### src/core/rxq_filter_pkg.sv
// constants for the receive queue supervisor and frame acceptance filter
// assumes a byte-wide parallel register port on the core clock
//
// How it works
// - low mark byte location is value*32*2048
// - high mark byte location is value*32*2048
// - enables bits 3..0, status swaps watermark bits
// - fifo overflow latches status bit 3
// - queue overflow latches bit 2, read clears
// - high crossing latches bit 1, read clears
// - low crossing latches bit 0, read clears
// - bit 6 permits non-pause control frames
// - bit 5 permits pause control frames, non-pause need bit 6 too
// - bit 4 zero rejects length mismatches
// - bit 3 permits crc and mii errors
// - bit 2 zero rejects dribble, non-runt non-collided
// - bit 1 permits mii receive errors
// - bit 0 permits broadcast frames
// - control word reached indirectly, four byte lanes
// - control bit 28 disables heartbeat check
// - bit 23 ignores receive while transmitting
// - bit 21 loops transmit into receive path
// - bit 20 full duplex, heartbeat check skipped
// - bit 19 promiscuous, forwards all, default one
// - bit 18 forwards all multicast frames
package rxq_filter_pkg;

    // direct register offsets
    localparam logic [8:0] ADDR_LOW_MARK = 9'h15a;
    localparam logic [8:0] ADDR_HIGH_MARK = 9'h15b;
    localparam logic [8:0] ADDR_IRQ_EN = 9'h15c;
    localparam logic [8:0] ADDR_STATUS = 9'h15d;
    localparam logic [8:0] ADDR_REJECT_CTL = 9'h15e;
    localparam logic [8:0] ADDR_IND_WR_HI = 9'h140;
    localparam logic [8:0] ADDR_IND_WR_LO = 9'h141;
    localparam logic [8:0] ADDR_IND_RD_HI = 9'h142;
    localparam logic [8:0] ADDR_IND_RD_LO = 9'h143;
    localparam logic [8:0] ADDR_IND_DATA = 9'h144;

    // indirect address of the mac control word, lane 0 is bits 31..24
    localparam logic [15:0] IND_CTRL_BASE = 16'h0000;
    localparam int CTRL_LANES = 4;

    // watermark scale: 32 packets of 2048 bytes is a shift by 16
    localparam int MARK_SHIFT = 16;
    localparam int DEPTH_W = 24;

    // status and enable fields
    localparam int ST_FIFO_OVF = 3;
    localparam int ST_QUEUE_OVF = 2;
    localparam int ST_HIGH = 1;
    localparam int ST_LOW = 0;
    localparam int IE_FIFO_OVF = 3;
    localparam int IE_QUEUE_OVF = 2;
    localparam int IE_LOW = 1;
    localparam int IE_HIGH = 0;

    // reject control fields
    localparam int RJ_NONPAUSE = 6;
    localparam int RJ_CTRL = 5;
    localparam int RJ_LEN = 4;
    localparam int RJ_CRC = 3;
    localparam int RJ_DRIBBLE = 2;
    localparam int RJ_MII = 1;
    localparam int RJ_BCAST = 0;

    // mac control word fields
    localparam int CW_HEARTBEAT_OFF = 28;
    localparam int CW_PORT_SELECT = 27;
    localparam int CW_IGNORE_OWN = 23;
    localparam int CW_LOOPBACK = 21;
    localparam int CW_FULL_DUPLEX = 20;
    localparam int CW_PROMISC = 19;
    localparam int CW_ALL_MCAST = 18;
    localparam logic [31:0] CW_RESET = 32'h0008_0000;
    localparam logic [31:0] CW_IMPL_MASK = 32'h18bc_0000;

    localparam logic [7:0] BYTE_ZERO = 8'h00;
    localparam logic [3:0] STATUS_MASK = 4'hf;

endpackage : rxq_filter_pkg

### src/core/rxq_filter.sv
// receive queue supervision, frame acceptance filter and mac control word
// assumes register port, queue and mac core signals are on clk; only the
// phy receive pins come from outside and are synchronised here
`timescale 1ns/1ps

module rxq_filter
    import rxq_filter_pkg::*;
#(
    parameter int DEPTH_BITS = DEPTH_W
) (
    input wire logic clk,
    input wire logic rst_b,
    // parallel register port
    input wire logic [8:0] reg_addr,
    input wire logic reg_wr,
    input wire logic reg_rd,
    input wire logic [7:0] reg_wdata,
    output logic [7:0] reg_rdata,
    output logic irq,
    // receive queue state from the buffer manager
    input wire logic [DEPTH_BITS-1:0] queue_depth,
    input wire logic queue_overflow,
    input wire logic fifo_overflow,
    // end-of-frame summary from the mac receiver
    input wire logic frame_done,
    input wire logic frame_ctrl,
    input wire logic frame_pause,
    input wire logic frame_len_err,
    input wire logic frame_crc_err,
    input wire logic frame_dribble,
    input wire logic frame_mii_err,
    input wire logic frame_bcast,
    input wire logic frame_mcast,
    input wire logic frame_addr_match,
    input wire logic frame_runt,
    input wire logic frame_collided,
    input wire logic frame_during_tx,
    output logic frame_accept,
    output logic frame_reject,
    // mii data between mac core and phy
    input wire logic [3:0] mac_txd,
    input wire logic mac_tx_en,
    output logic [3:0] phy_txd,
    output logic phy_tx_en,
    input wire logic [3:0] phy_rxd,
    input wire logic phy_rx_dv,
    output logic [3:0] mac_rxd,
    output logic mac_rx_dv,
    // mode levels to the mac core
    output logic heartbeat_check_en,
    output logic full_duplex,
    output logic internal_loopback
);

    // byte lane of the control word held at an indirect address
    function automatic logic [7:0] ctrl_lane(input logic [31:0] word,
                                             input logic [1:0] lane);
        logic [7:0] b;
        b = BYTE_ZERO;
        case (lane)
            2'h0: b = word[31:24];
            2'h1: b = word[23:16];
            2'h2: b = word[15:8];
            default: b = word[7:0];
        endcase
        return b;
    endfunction : ctrl_lane

    // true when an indirect address lands in the control word
    function automatic logic is_ctrl_addr(input logic [15:0] a);
        return a >= IND_CTRL_BASE
            && a < IND_CTRL_BASE + 16'(CTRL_LANES);
    endfunction : is_ctrl_addr

    logic [7:0] low_mark_q;
    logic [7:0] high_mark_q;
    logic [3:0] irq_en_q;
    logic [3:0] status_q;
    logic [3:0] status_d;
    logic [6:0] reject_ctl_q;
    logic [15:0] ind_wr_addr_q;
    logic [15:0] ind_rd_addr_q;
    logic [7:0] ind_rd_data_q;
    logic [31:0] ctrl_word_q;
    logic above_high_q;
    logic below_low_q;
    logic [DEPTH_BITS-1:0] high_bytes;
    logic [DEPTH_BITS-1:0] low_bytes;
    logic above_high;
    logic below_low;
    logic [3:0] events;
    logic status_rd;
    logic [1:0] wr_lane;
    logic [15:0] ind_wr_off;
    logic [3:0] rxd_meta_q;
    logic [3:0] rxd_sync_q;
    logic rx_dv_meta_q;
    logic rx_dv_sync_q;
    logic reject_any;
    logic addr_ok;

    // threshold byte locations; widths beyond the depth counter drop off
    assign high_bytes = DEPTH_BITS'({high_mark_q, MARK_SHIFT'(0)});
    assign low_bytes = DEPTH_BITS'({low_mark_q, MARK_SHIFT'(0)});
    assign above_high = queue_depth >= high_bytes;
    assign below_low = queue_depth < low_bytes;

    // level history so a crossing fires once per edge, not every cycle
    always_ff @(posedge clk) begin
        if (!rst_b) begin
            above_high_q <= 1'b0;
            below_low_q <= 1'b0;
        end else begin
            above_high_q <= above_high;
            below_low_q <= below_low;
        end
    end

    // events in status bit order
    always_comb begin
        events = 4'h0;
        events[ST_FIFO_OVF] = fifo_overflow;
        events[ST_QUEUE_OVF] = queue_overflow;
        events[ST_HIGH] = above_high && !above_high_q;
        events[ST_LOW] = below_low && !below_low_q;
    end

    assign status_rd = reg_rd && reg_addr == ADDR_STATUS;

    // read clears the snapshot, a same-cycle event still sets its bit
    always_comb begin
        status_d = status_q;
        if (status_rd) begin
            status_d = 4'h0;
        end
        status_d = status_d | events;
    end

    // status register; a read returns the value held before its clear
    always_ff @(posedge clk) begin
        if (!rst_b) begin
            status_q <= 4'h0;
        end else begin
            status_q <= status_d;
        end
    end

    // enables follow their own bit order, so swap watermarks before gating
    // gating the next status lets irq drop at the edge of the clearing read
    always_ff @(posedge clk) begin
        if (!rst_b) begin
            irq <= 1'b0;
        end else begin
            irq <= (status_d[ST_FIFO_OVF] && irq_en_q[IE_FIFO_OVF])
                || (status_d[ST_QUEUE_OVF] && irq_en_q[IE_QUEUE_OVF])
                || (status_d[ST_HIGH] && irq_en_q[IE_HIGH])
                || (status_d[ST_LOW] && irq_en_q[IE_LOW]);
        end
    end

    // plain byte registers of the direct map
    // unmapped writes fall through every arm and change nothing
    always_ff @(posedge clk) begin
        if (!rst_b) begin
            low_mark_q <= BYTE_ZERO;
            high_mark_q <= BYTE_ZERO;
            irq_en_q <= 4'h0;
            reject_ctl_q <= 7'h00;
        end else if (reg_wr) begin
            if (reg_addr == ADDR_LOW_MARK) begin
                low_mark_q <= reg_wdata;
            end else if (reg_addr == ADDR_HIGH_MARK) begin
                high_mark_q <= reg_wdata;
            end else if (reg_addr == ADDR_IRQ_EN) begin
                irq_en_q <= reg_wdata[3:0];
            end else if (reg_addr == ADDR_REJECT_CTL) begin
                reject_ctl_q <= reg_wdata[6:0];
            end
        end
    end

    // indirect write address; data port writes land at this address
    // it does not step, so each lane needs its own address write
    always_ff @(posedge clk) begin
        if (!rst_b) begin
            ind_wr_addr_q <= 16'h0000;
        end else if (reg_wr) begin
            if (reg_addr == ADDR_IND_WR_HI) begin
                ind_wr_addr_q[15:8] <= reg_wdata;
            end else if (reg_addr == ADDR_IND_WR_LO) begin
                ind_wr_addr_q[7:0] <= reg_wdata;
            end
        end
    end

    // indirect read: writing the low address byte fetches the lane
    always_ff @(posedge clk) begin
        if (!rst_b) begin
            ind_rd_addr_q <= 16'h0000;
        end else if (reg_wr) begin
            if (reg_addr == ADDR_IND_RD_HI) begin
                ind_rd_addr_q[15:8] <= reg_wdata;
            end else if (reg_addr == ADDR_IND_RD_LO) begin
                ind_rd_addr_q[7:0] <= reg_wdata;
            end
        end
    end

    assign ind_wr_off = ind_wr_addr_q - IND_CTRL_BASE;
    assign wr_lane = ind_wr_off[1:0];

    // fetched byte holds until the next fetch; unmapped reads give zero
    always_ff @(posedge clk) begin
        if (!rst_b) begin
            ind_rd_data_q <= BYTE_ZERO;
        end else if (reg_wr && reg_addr == ADDR_IND_RD_LO) begin
            if (is_ctrl_addr({ind_rd_addr_q[15:8], reg_wdata})) begin
                ind_rd_data_q <= ctrl_lane(ctrl_word_q,
                                           reg_wdata[1:0] - IND_CTRL_BASE[1:0]);
            end else begin
                ind_rd_data_q <= BYTE_ZERO;
            end
        end
    end

    // control word only through the indirect data port, one lane a write;
    // unimplemented bits stay zero, port select is stored as written
    always_ff @(posedge clk) begin
        if (!rst_b) begin
            ctrl_word_q <= CW_RESET;
        end else if (reg_wr && reg_addr == ADDR_IND_DATA
                     && is_ctrl_addr(ind_wr_addr_q)) begin
            case (wr_lane)
                2'h0: ctrl_word_q[31:24] <= reg_wdata & CW_IMPL_MASK[31:24];
                2'h1: ctrl_word_q[23:16] <= reg_wdata & CW_IMPL_MASK[23:16];
                2'h2: ctrl_word_q[15:8] <= reg_wdata & CW_IMPL_MASK[15:8];
                default: ctrl_word_q[7:0] <= reg_wdata & CW_IMPL_MASK[7:0];
            endcase
        end
    end

    // registered read data; one cycle after the read strobe
    always_ff @(posedge clk) begin
        if (!rst_b) begin
            reg_rdata <= BYTE_ZERO;
        end else if (reg_rd) begin
            if (reg_addr == ADDR_LOW_MARK) begin
                reg_rdata <= low_mark_q;
            end else if (reg_addr == ADDR_HIGH_MARK) begin
                reg_rdata <= high_mark_q;
            end else if (reg_addr == ADDR_IRQ_EN) begin
                reg_rdata <= {4'h0, irq_en_q};
            end else if (reg_addr == ADDR_STATUS) begin
                reg_rdata <= {4'h0, status_q & STATUS_MASK};
            end else if (reg_addr == ADDR_REJECT_CTL) begin
                reg_rdata <= {1'b0, reject_ctl_q};
            end else if (reg_addr == ADDR_IND_WR_HI) begin
                reg_rdata <= ind_wr_addr_q[15:8];
            end else if (reg_addr == ADDR_IND_WR_LO) begin
                reg_rdata <= ind_wr_addr_q[7:0];
            end else if (reg_addr == ADDR_IND_RD_HI) begin
                reg_rdata <= ind_rd_addr_q[15:8];
            end else if (reg_addr == ADDR_IND_RD_LO) begin
                reg_rdata <= ind_rd_addr_q[7:0];
            end else if (reg_addr == ADDR_IND_DATA) begin
                reg_rdata <= ind_rd_data_q;
            end else begin
                reg_rdata <= BYTE_ZERO;
            end
        end
    end

    // any reason to drop the frame; crc permit also covers mii errors
    always_comb begin
        reject_any = 1'b0;
        if (frame_ctrl && !reject_ctl_q[RJ_CTRL]) begin
            reject_any = 1'b1;
        end
        if (frame_ctrl && !frame_pause && !reject_ctl_q[RJ_NONPAUSE]) begin
            reject_any = 1'b1;
        end
        if (frame_len_err && !reject_ctl_q[RJ_LEN]) begin
            reject_any = 1'b1;
        end
        if (frame_crc_err && !reject_ctl_q[RJ_CRC]) begin
            reject_any = 1'b1;
        end
        if (frame_mii_err && !reject_ctl_q[RJ_MII]
            && !reject_ctl_q[RJ_CRC]) begin
            reject_any = 1'b1;
        end
        if (frame_dribble && !frame_runt && !frame_collided
            && !reject_ctl_q[RJ_DRIBBLE]) begin
            reject_any = 1'b1;
        end
        if (frame_bcast && !reject_ctl_q[RJ_BCAST]) begin
            reject_any = 1'b1;
        end
        if (frame_during_tx && ctrl_word_q[CW_IGNORE_OWN]) begin
            reject_any = 1'b1;
        end
    end

    // destination filter: own address, broadcast, or the pass modes
    assign addr_ok = frame_addr_match || frame_bcast
        || ctrl_word_q[CW_PROMISC]
        || (frame_mcast && ctrl_word_q[CW_ALL_MCAST]);

    // one verdict pulse per finished frame
    // a missed destination counts as a reject, so exactly one pulse fires
    always_ff @(posedge clk) begin
        if (!rst_b) begin
            frame_accept <= 1'b0;
            frame_reject <= 1'b0;
        end else begin
            frame_accept <= frame_done && addr_ok && !reject_any;
            frame_reject <= frame_done && !(addr_ok && !reject_any);
        end
    end

    // phy receive pins are asynchronous; two stages before use
    // only the second stage is read, the first may still be settling
    always_ff @(posedge clk) begin
        if (!rst_b) begin
            rxd_meta_q <= 4'h0;
            rxd_sync_q <= 4'h0;
            rx_dv_meta_q <= 1'b0;
            rx_dv_sync_q <= 1'b0;
        end else begin
            rxd_meta_q <= phy_rxd;
            rxd_sync_q <= rxd_meta_q;
            rx_dv_meta_q <= phy_rx_dv;
            rx_dv_sync_q <= rx_dv_meta_q;
        end
    end

    // loopback turns transmit back inward and keeps the phy silent
    always_ff @(posedge clk) begin
        if (!rst_b) begin
            phy_txd <= 4'h0;
            phy_tx_en <= 1'b0;
            mac_rxd <= 4'h0;
            mac_rx_dv <= 1'b0;
        end else if (ctrl_word_q[CW_LOOPBACK]) begin
            phy_txd <= 4'h0;
            phy_tx_en <= 1'b0;
            mac_rxd <= mac_txd;
            mac_rx_dv <= mac_tx_en;
        end else begin
            phy_txd <= mac_txd;
            phy_tx_en <= mac_tx_en;
            mac_rxd <= rxd_sync_q;
            mac_rx_dv <= rx_dv_sync_q;
        end
    end

    // mode levels; full duplex also suppresses the heartbeat check
    // registered, so a mode lands one cycle after the control word write
    always_ff @(posedge clk) begin
        if (!rst_b) begin
            heartbeat_check_en <= 1'b0;
            full_duplex <= 1'b0;
            internal_loopback <= 1'b0;
        end else begin
            heartbeat_check_en <= !ctrl_word_q[CW_HEARTBEAT_OFF]
                && !ctrl_word_q[CW_FULL_DUPLEX];
            full_duplex <= ctrl_word_q[CW_FULL_DUPLEX];
            internal_loopback <= ctrl_word_q[CW_LOOPBACK];
        end
    end

endmodule : rxq_filter

### config.mk
export PLATFORM = sky130hd
export DESIGN_NAME = rxq_filter
export DESIGN_NICKNAME = d
export VERILOG_FILES = /design/src/core/rxq_filter_pkg.sv /design/src/core/rxq_filter.sv
export SDC_FILE = /design/constraint.sdc
export NUM_CORES = 1
export LEC_CHECK = 0
export BUFFER_PORTS_ARGS = -buffer_cell sky130_fd_sc_hd__buf_2
export CAP_MARGIN = 20
export CELL_PAD_IN_SITES_DETAIL_PLACEMENT = 2
export CELL_PAD_IN_SITES_GLOBAL_PLACEMENT = 2
export CORE_MARGIN = 10
export CORE_UTILIZATION = 36
export DETAILED_ROUTE_END_ITERATION = 7
export PLACE_DENSITY = 0.81
export SYNTH_ARGS = -nofsm -noshare
export SYNTH_HDL_FRONTEND = slang
export SYNTH_SLANG_ARGS = --single-unit
export TNS_END_PERCENT = 10
### constraint.sdc
create_clock -name clk -period 6.08 [get_ports clk]
set_clock_uncertainty 0.15 [all_clocks]
set_input_delay 1.216 -clock clk [delete_from_list [all_inputs] [get_ports clk]]
set_output_delay 1.216 -clock clk [all_outputs]
set_load 0.02 [all_outputs]
==> impl_metrics.tcl <==
set metrics [dict create \
    status "finished, final reports clean" \
    drive_gt1_share_pct 19.0 \
    max_slew.worst_pin.slew_ns 1.07 \
    r2r_cells 8 \
    cp-start-kind "input port" \
    insertion_delay_ns 0.37 \
    mostFrequentLayoutCells "dfxtp_1 (111), buf_2 (93), nor2_1 (70), nand2_1 (61)" \
    num_rows 43 \
    switchingPower_uw 390 \
    p_leak_nw 2.39 \
    syn_to_final_growth_pct 16.4 \
    cp-end-kind "register" \
    multi_input_area_sq_um 2730 \
    p_total_mw 1.51 \
    drv_slew 0 \
    vias_per_cell 5.58 \
    holdPathStages 1 \
    grt_pass1_vias 5216 \
    port_buffers 93 \
    ant_nets 0 \
    finalCritPeriodShare_pct 58.0 \
    power_frac_comb_pct 9.0 \
    worstPathMaxFanout 13 \
    synthFlopType "dfxtp_1" \
    yosys.cell_types.count 64 \
    final_cell_area_sq_um 6060 \
    yosysWarnings 0 \
    place_inst 837 \
    cp.required_ns 6.14 \
    drtPass1Iterations 5 \
    hold_violations 0 \
    setup_viol 0 \
    dpl.hpwl_mm 14.5 \
    cts_max_level 3 \
    drc 0 \
    period_needed_ns 3.53 \
    place_area_sq_um 5750 \
    regArea_sq_um 2220 \
    setup_ws_ns 2.55 \
    slew-limit-headroom_pct 28.7 \
    drt-total-wl_mm 19.2 \
    fp.coreArea_sq_um 14000 \
    die-width_um 140 \
    ys_async_sr_fraction_pct 0 \
    drtIter0Drc 312 \
    num-fill-cells 1605 \
    pwr_density_cell_nw_per_um2 249 \
    root_buffer "clkbuf_16" \
    syn_avg_cell_area_sq_um 8.63 \
    cts.path.max_buffers 2 \
    grt_usage_pct 19.4 \
    routedWlPerCell_um 22.5 \
    synth_edf_count 0 \
    cp.arrival_ns 3.59 \
    cts_setup_buffers 0 \
    synth-seq-area-share_pct 42.7 \
    holdWs_ns 0.289 \
    clk_pin_slew_worst_paths_ns 0.08 \
    switching_share_pct 25.9 \
    antenna_cells 0 \
    vias 4757 \
    seqPwrFrac_pct 49.5 \
    grt_max_degree 46 \
    layout_commonest_cell "dfxtp_1" \
    fmax_mhz 284 \
    nNetsFinal 753 \
    globalplace.congestion 0.824 \
    critical_path_class "in2reg" \
    synthCells 603 \
    cts_tree "yes" \
    cts_resized 0 \
    postCtsHoldBufs 0 \
    peakVddDrop_mv 0.139 \
    fp.dieH_um 140 \
    cts_made_buffers 9 \
    postLayoutCoreUtil_pct 43.1 \
    die_area_sq_um 19700 \
    synth-seq-cells 111 \
    preCtsSetupSlack_ns 2.29 \
    rsz0062_at_grt "false" \
    synth_nets 688 \
    p_clk_share_pct 41.5 \
    syn-cell-area_sq_um 5200 \
    grt_pass1_wl_mm 30.2 \
    clock_sinks 111 \
    gr-total-overflow 0 \
    antenna_found_initial 0 \
    finalSetupTns_ns 0 \
    drv_cap 0 \
    top_level_ports 94 \
    stdcell_count 853 \
    hold_path.class "reg2reg" \
    p_int_mw 1.12 \
    start_util_pct 37.1 \
]
==> final cells by class <==
cell class                      instances  share of cell area (%)
Clock buffer                            9                    3.72
Clock inverter                          7                    1.43
Inverter                               24                    1.49
Multi-Input combinational cell        427                    45.0
Sequential cell                       111                    36.7
Tap cell                              180                    3.72
Timing Repair Buffer                   95                    7.93
==> flip-flops by register name, indices dropped and copies added (netlist names), 4 cells and up <==
| register | cells |
|---|---|
| ind_rd_addr_q | 16 |
| ind_wr_addr_q | 16 |
| high_mark_q | 8 |
| low_mark_q | 8 |
| reg_rdata | 8 |
| ctrl_word_q | 7 |
| reject_ctl_q | 7 |
| ind_rd_data_q | 5 |
| irq_en_q | 4 |
| mac_rxd | 4 |
| phy_txd | 4 |
| rxd_meta_q | 4 |
| rxd_sync_q | 4 |
| status_q | 4 |
==> Yosys cell counts (all sizes together) (3+ instances only) <==
cell,instances,area share [%]
nor2b,8,0.96
clkbuf,35,2.5
nand4,6,0.72
nand2,61,4.4
nor3,9,1.1
dfxtp,111,43
and2,20,2.4
a21oi,52,5.0
o21ai,21,2.0
mux2,3,0.65
nand3,25,2.4
a2111oi,3,0.87
nand2b,4,0.48
inv,24,1.7
nor4,11,1.7
buf,6,0.65
nor2,73,5.6
o31ai,5,0.72
mux2i,52,10
and3,5,0.60
a22oi,5,0.72
ha,15,3.6
a221oi,5,0.84
or2,3,0.36
o2111ai,3,0.50
a31oi,3,0.36
==> path summary, 6_finish.rpt <==
check | startpoint | endpoint | slack, ns
hold reg to reg | rx_dv_meta_q | rx_dv_sync_q | 0.29
setup reg to reg | high_mark_q[1] | irq | 3.77
hold / removal | rx_dv_meta_q | rx_dv_sync_q | 0.29
setup / recovery | reg_addr[7] | low_mark_q[4] | 2.55
==> cell families (layout without fill, tap and decap cells) <==
family / after synthesis / in the layout / synth area share (%)
AOI/OAI and AO/OA: 118 / 118 / 14.5
muxes: 57 / 57 / 11.5
adders and majority gates: 15 / 15 / 3.61
buffers and inverters: 65 / 135 / 4.90
DFF: 111 / 111 / 42.7
and+or+nand+nor: 237 / 237 / 22.8
==> critical path, stage by stage <==
cell,delay (ns)
buf_2,0.10
nor3b_1,0.56
nand3_1,0.28
nor2_1,0.79
nand2_1,0.38
nand2_1,0.16
a21oi_1,0.08
==> power groups by stage <==
stage	clock network, mW	registers, mW	logic, mW
floorplan	0	0.767	0.0700
global placement	0	0.761	0.128
detailed placement	0	0.762	0.135
CTS	0.639	0.745	0.136
global route	0.671	0.747	0.148
finish	0.626	0.745	0.135
==> metal layers <==
layer | part of all wire (%) | track usage, %
met5 | 0 | 0
met4 | 2.2 | 7.07
met3 | 4.7 | 3.82
met2 | 51 | 34.5
met1 | 42 | 22.5
(Power assumes the default switching activity.)
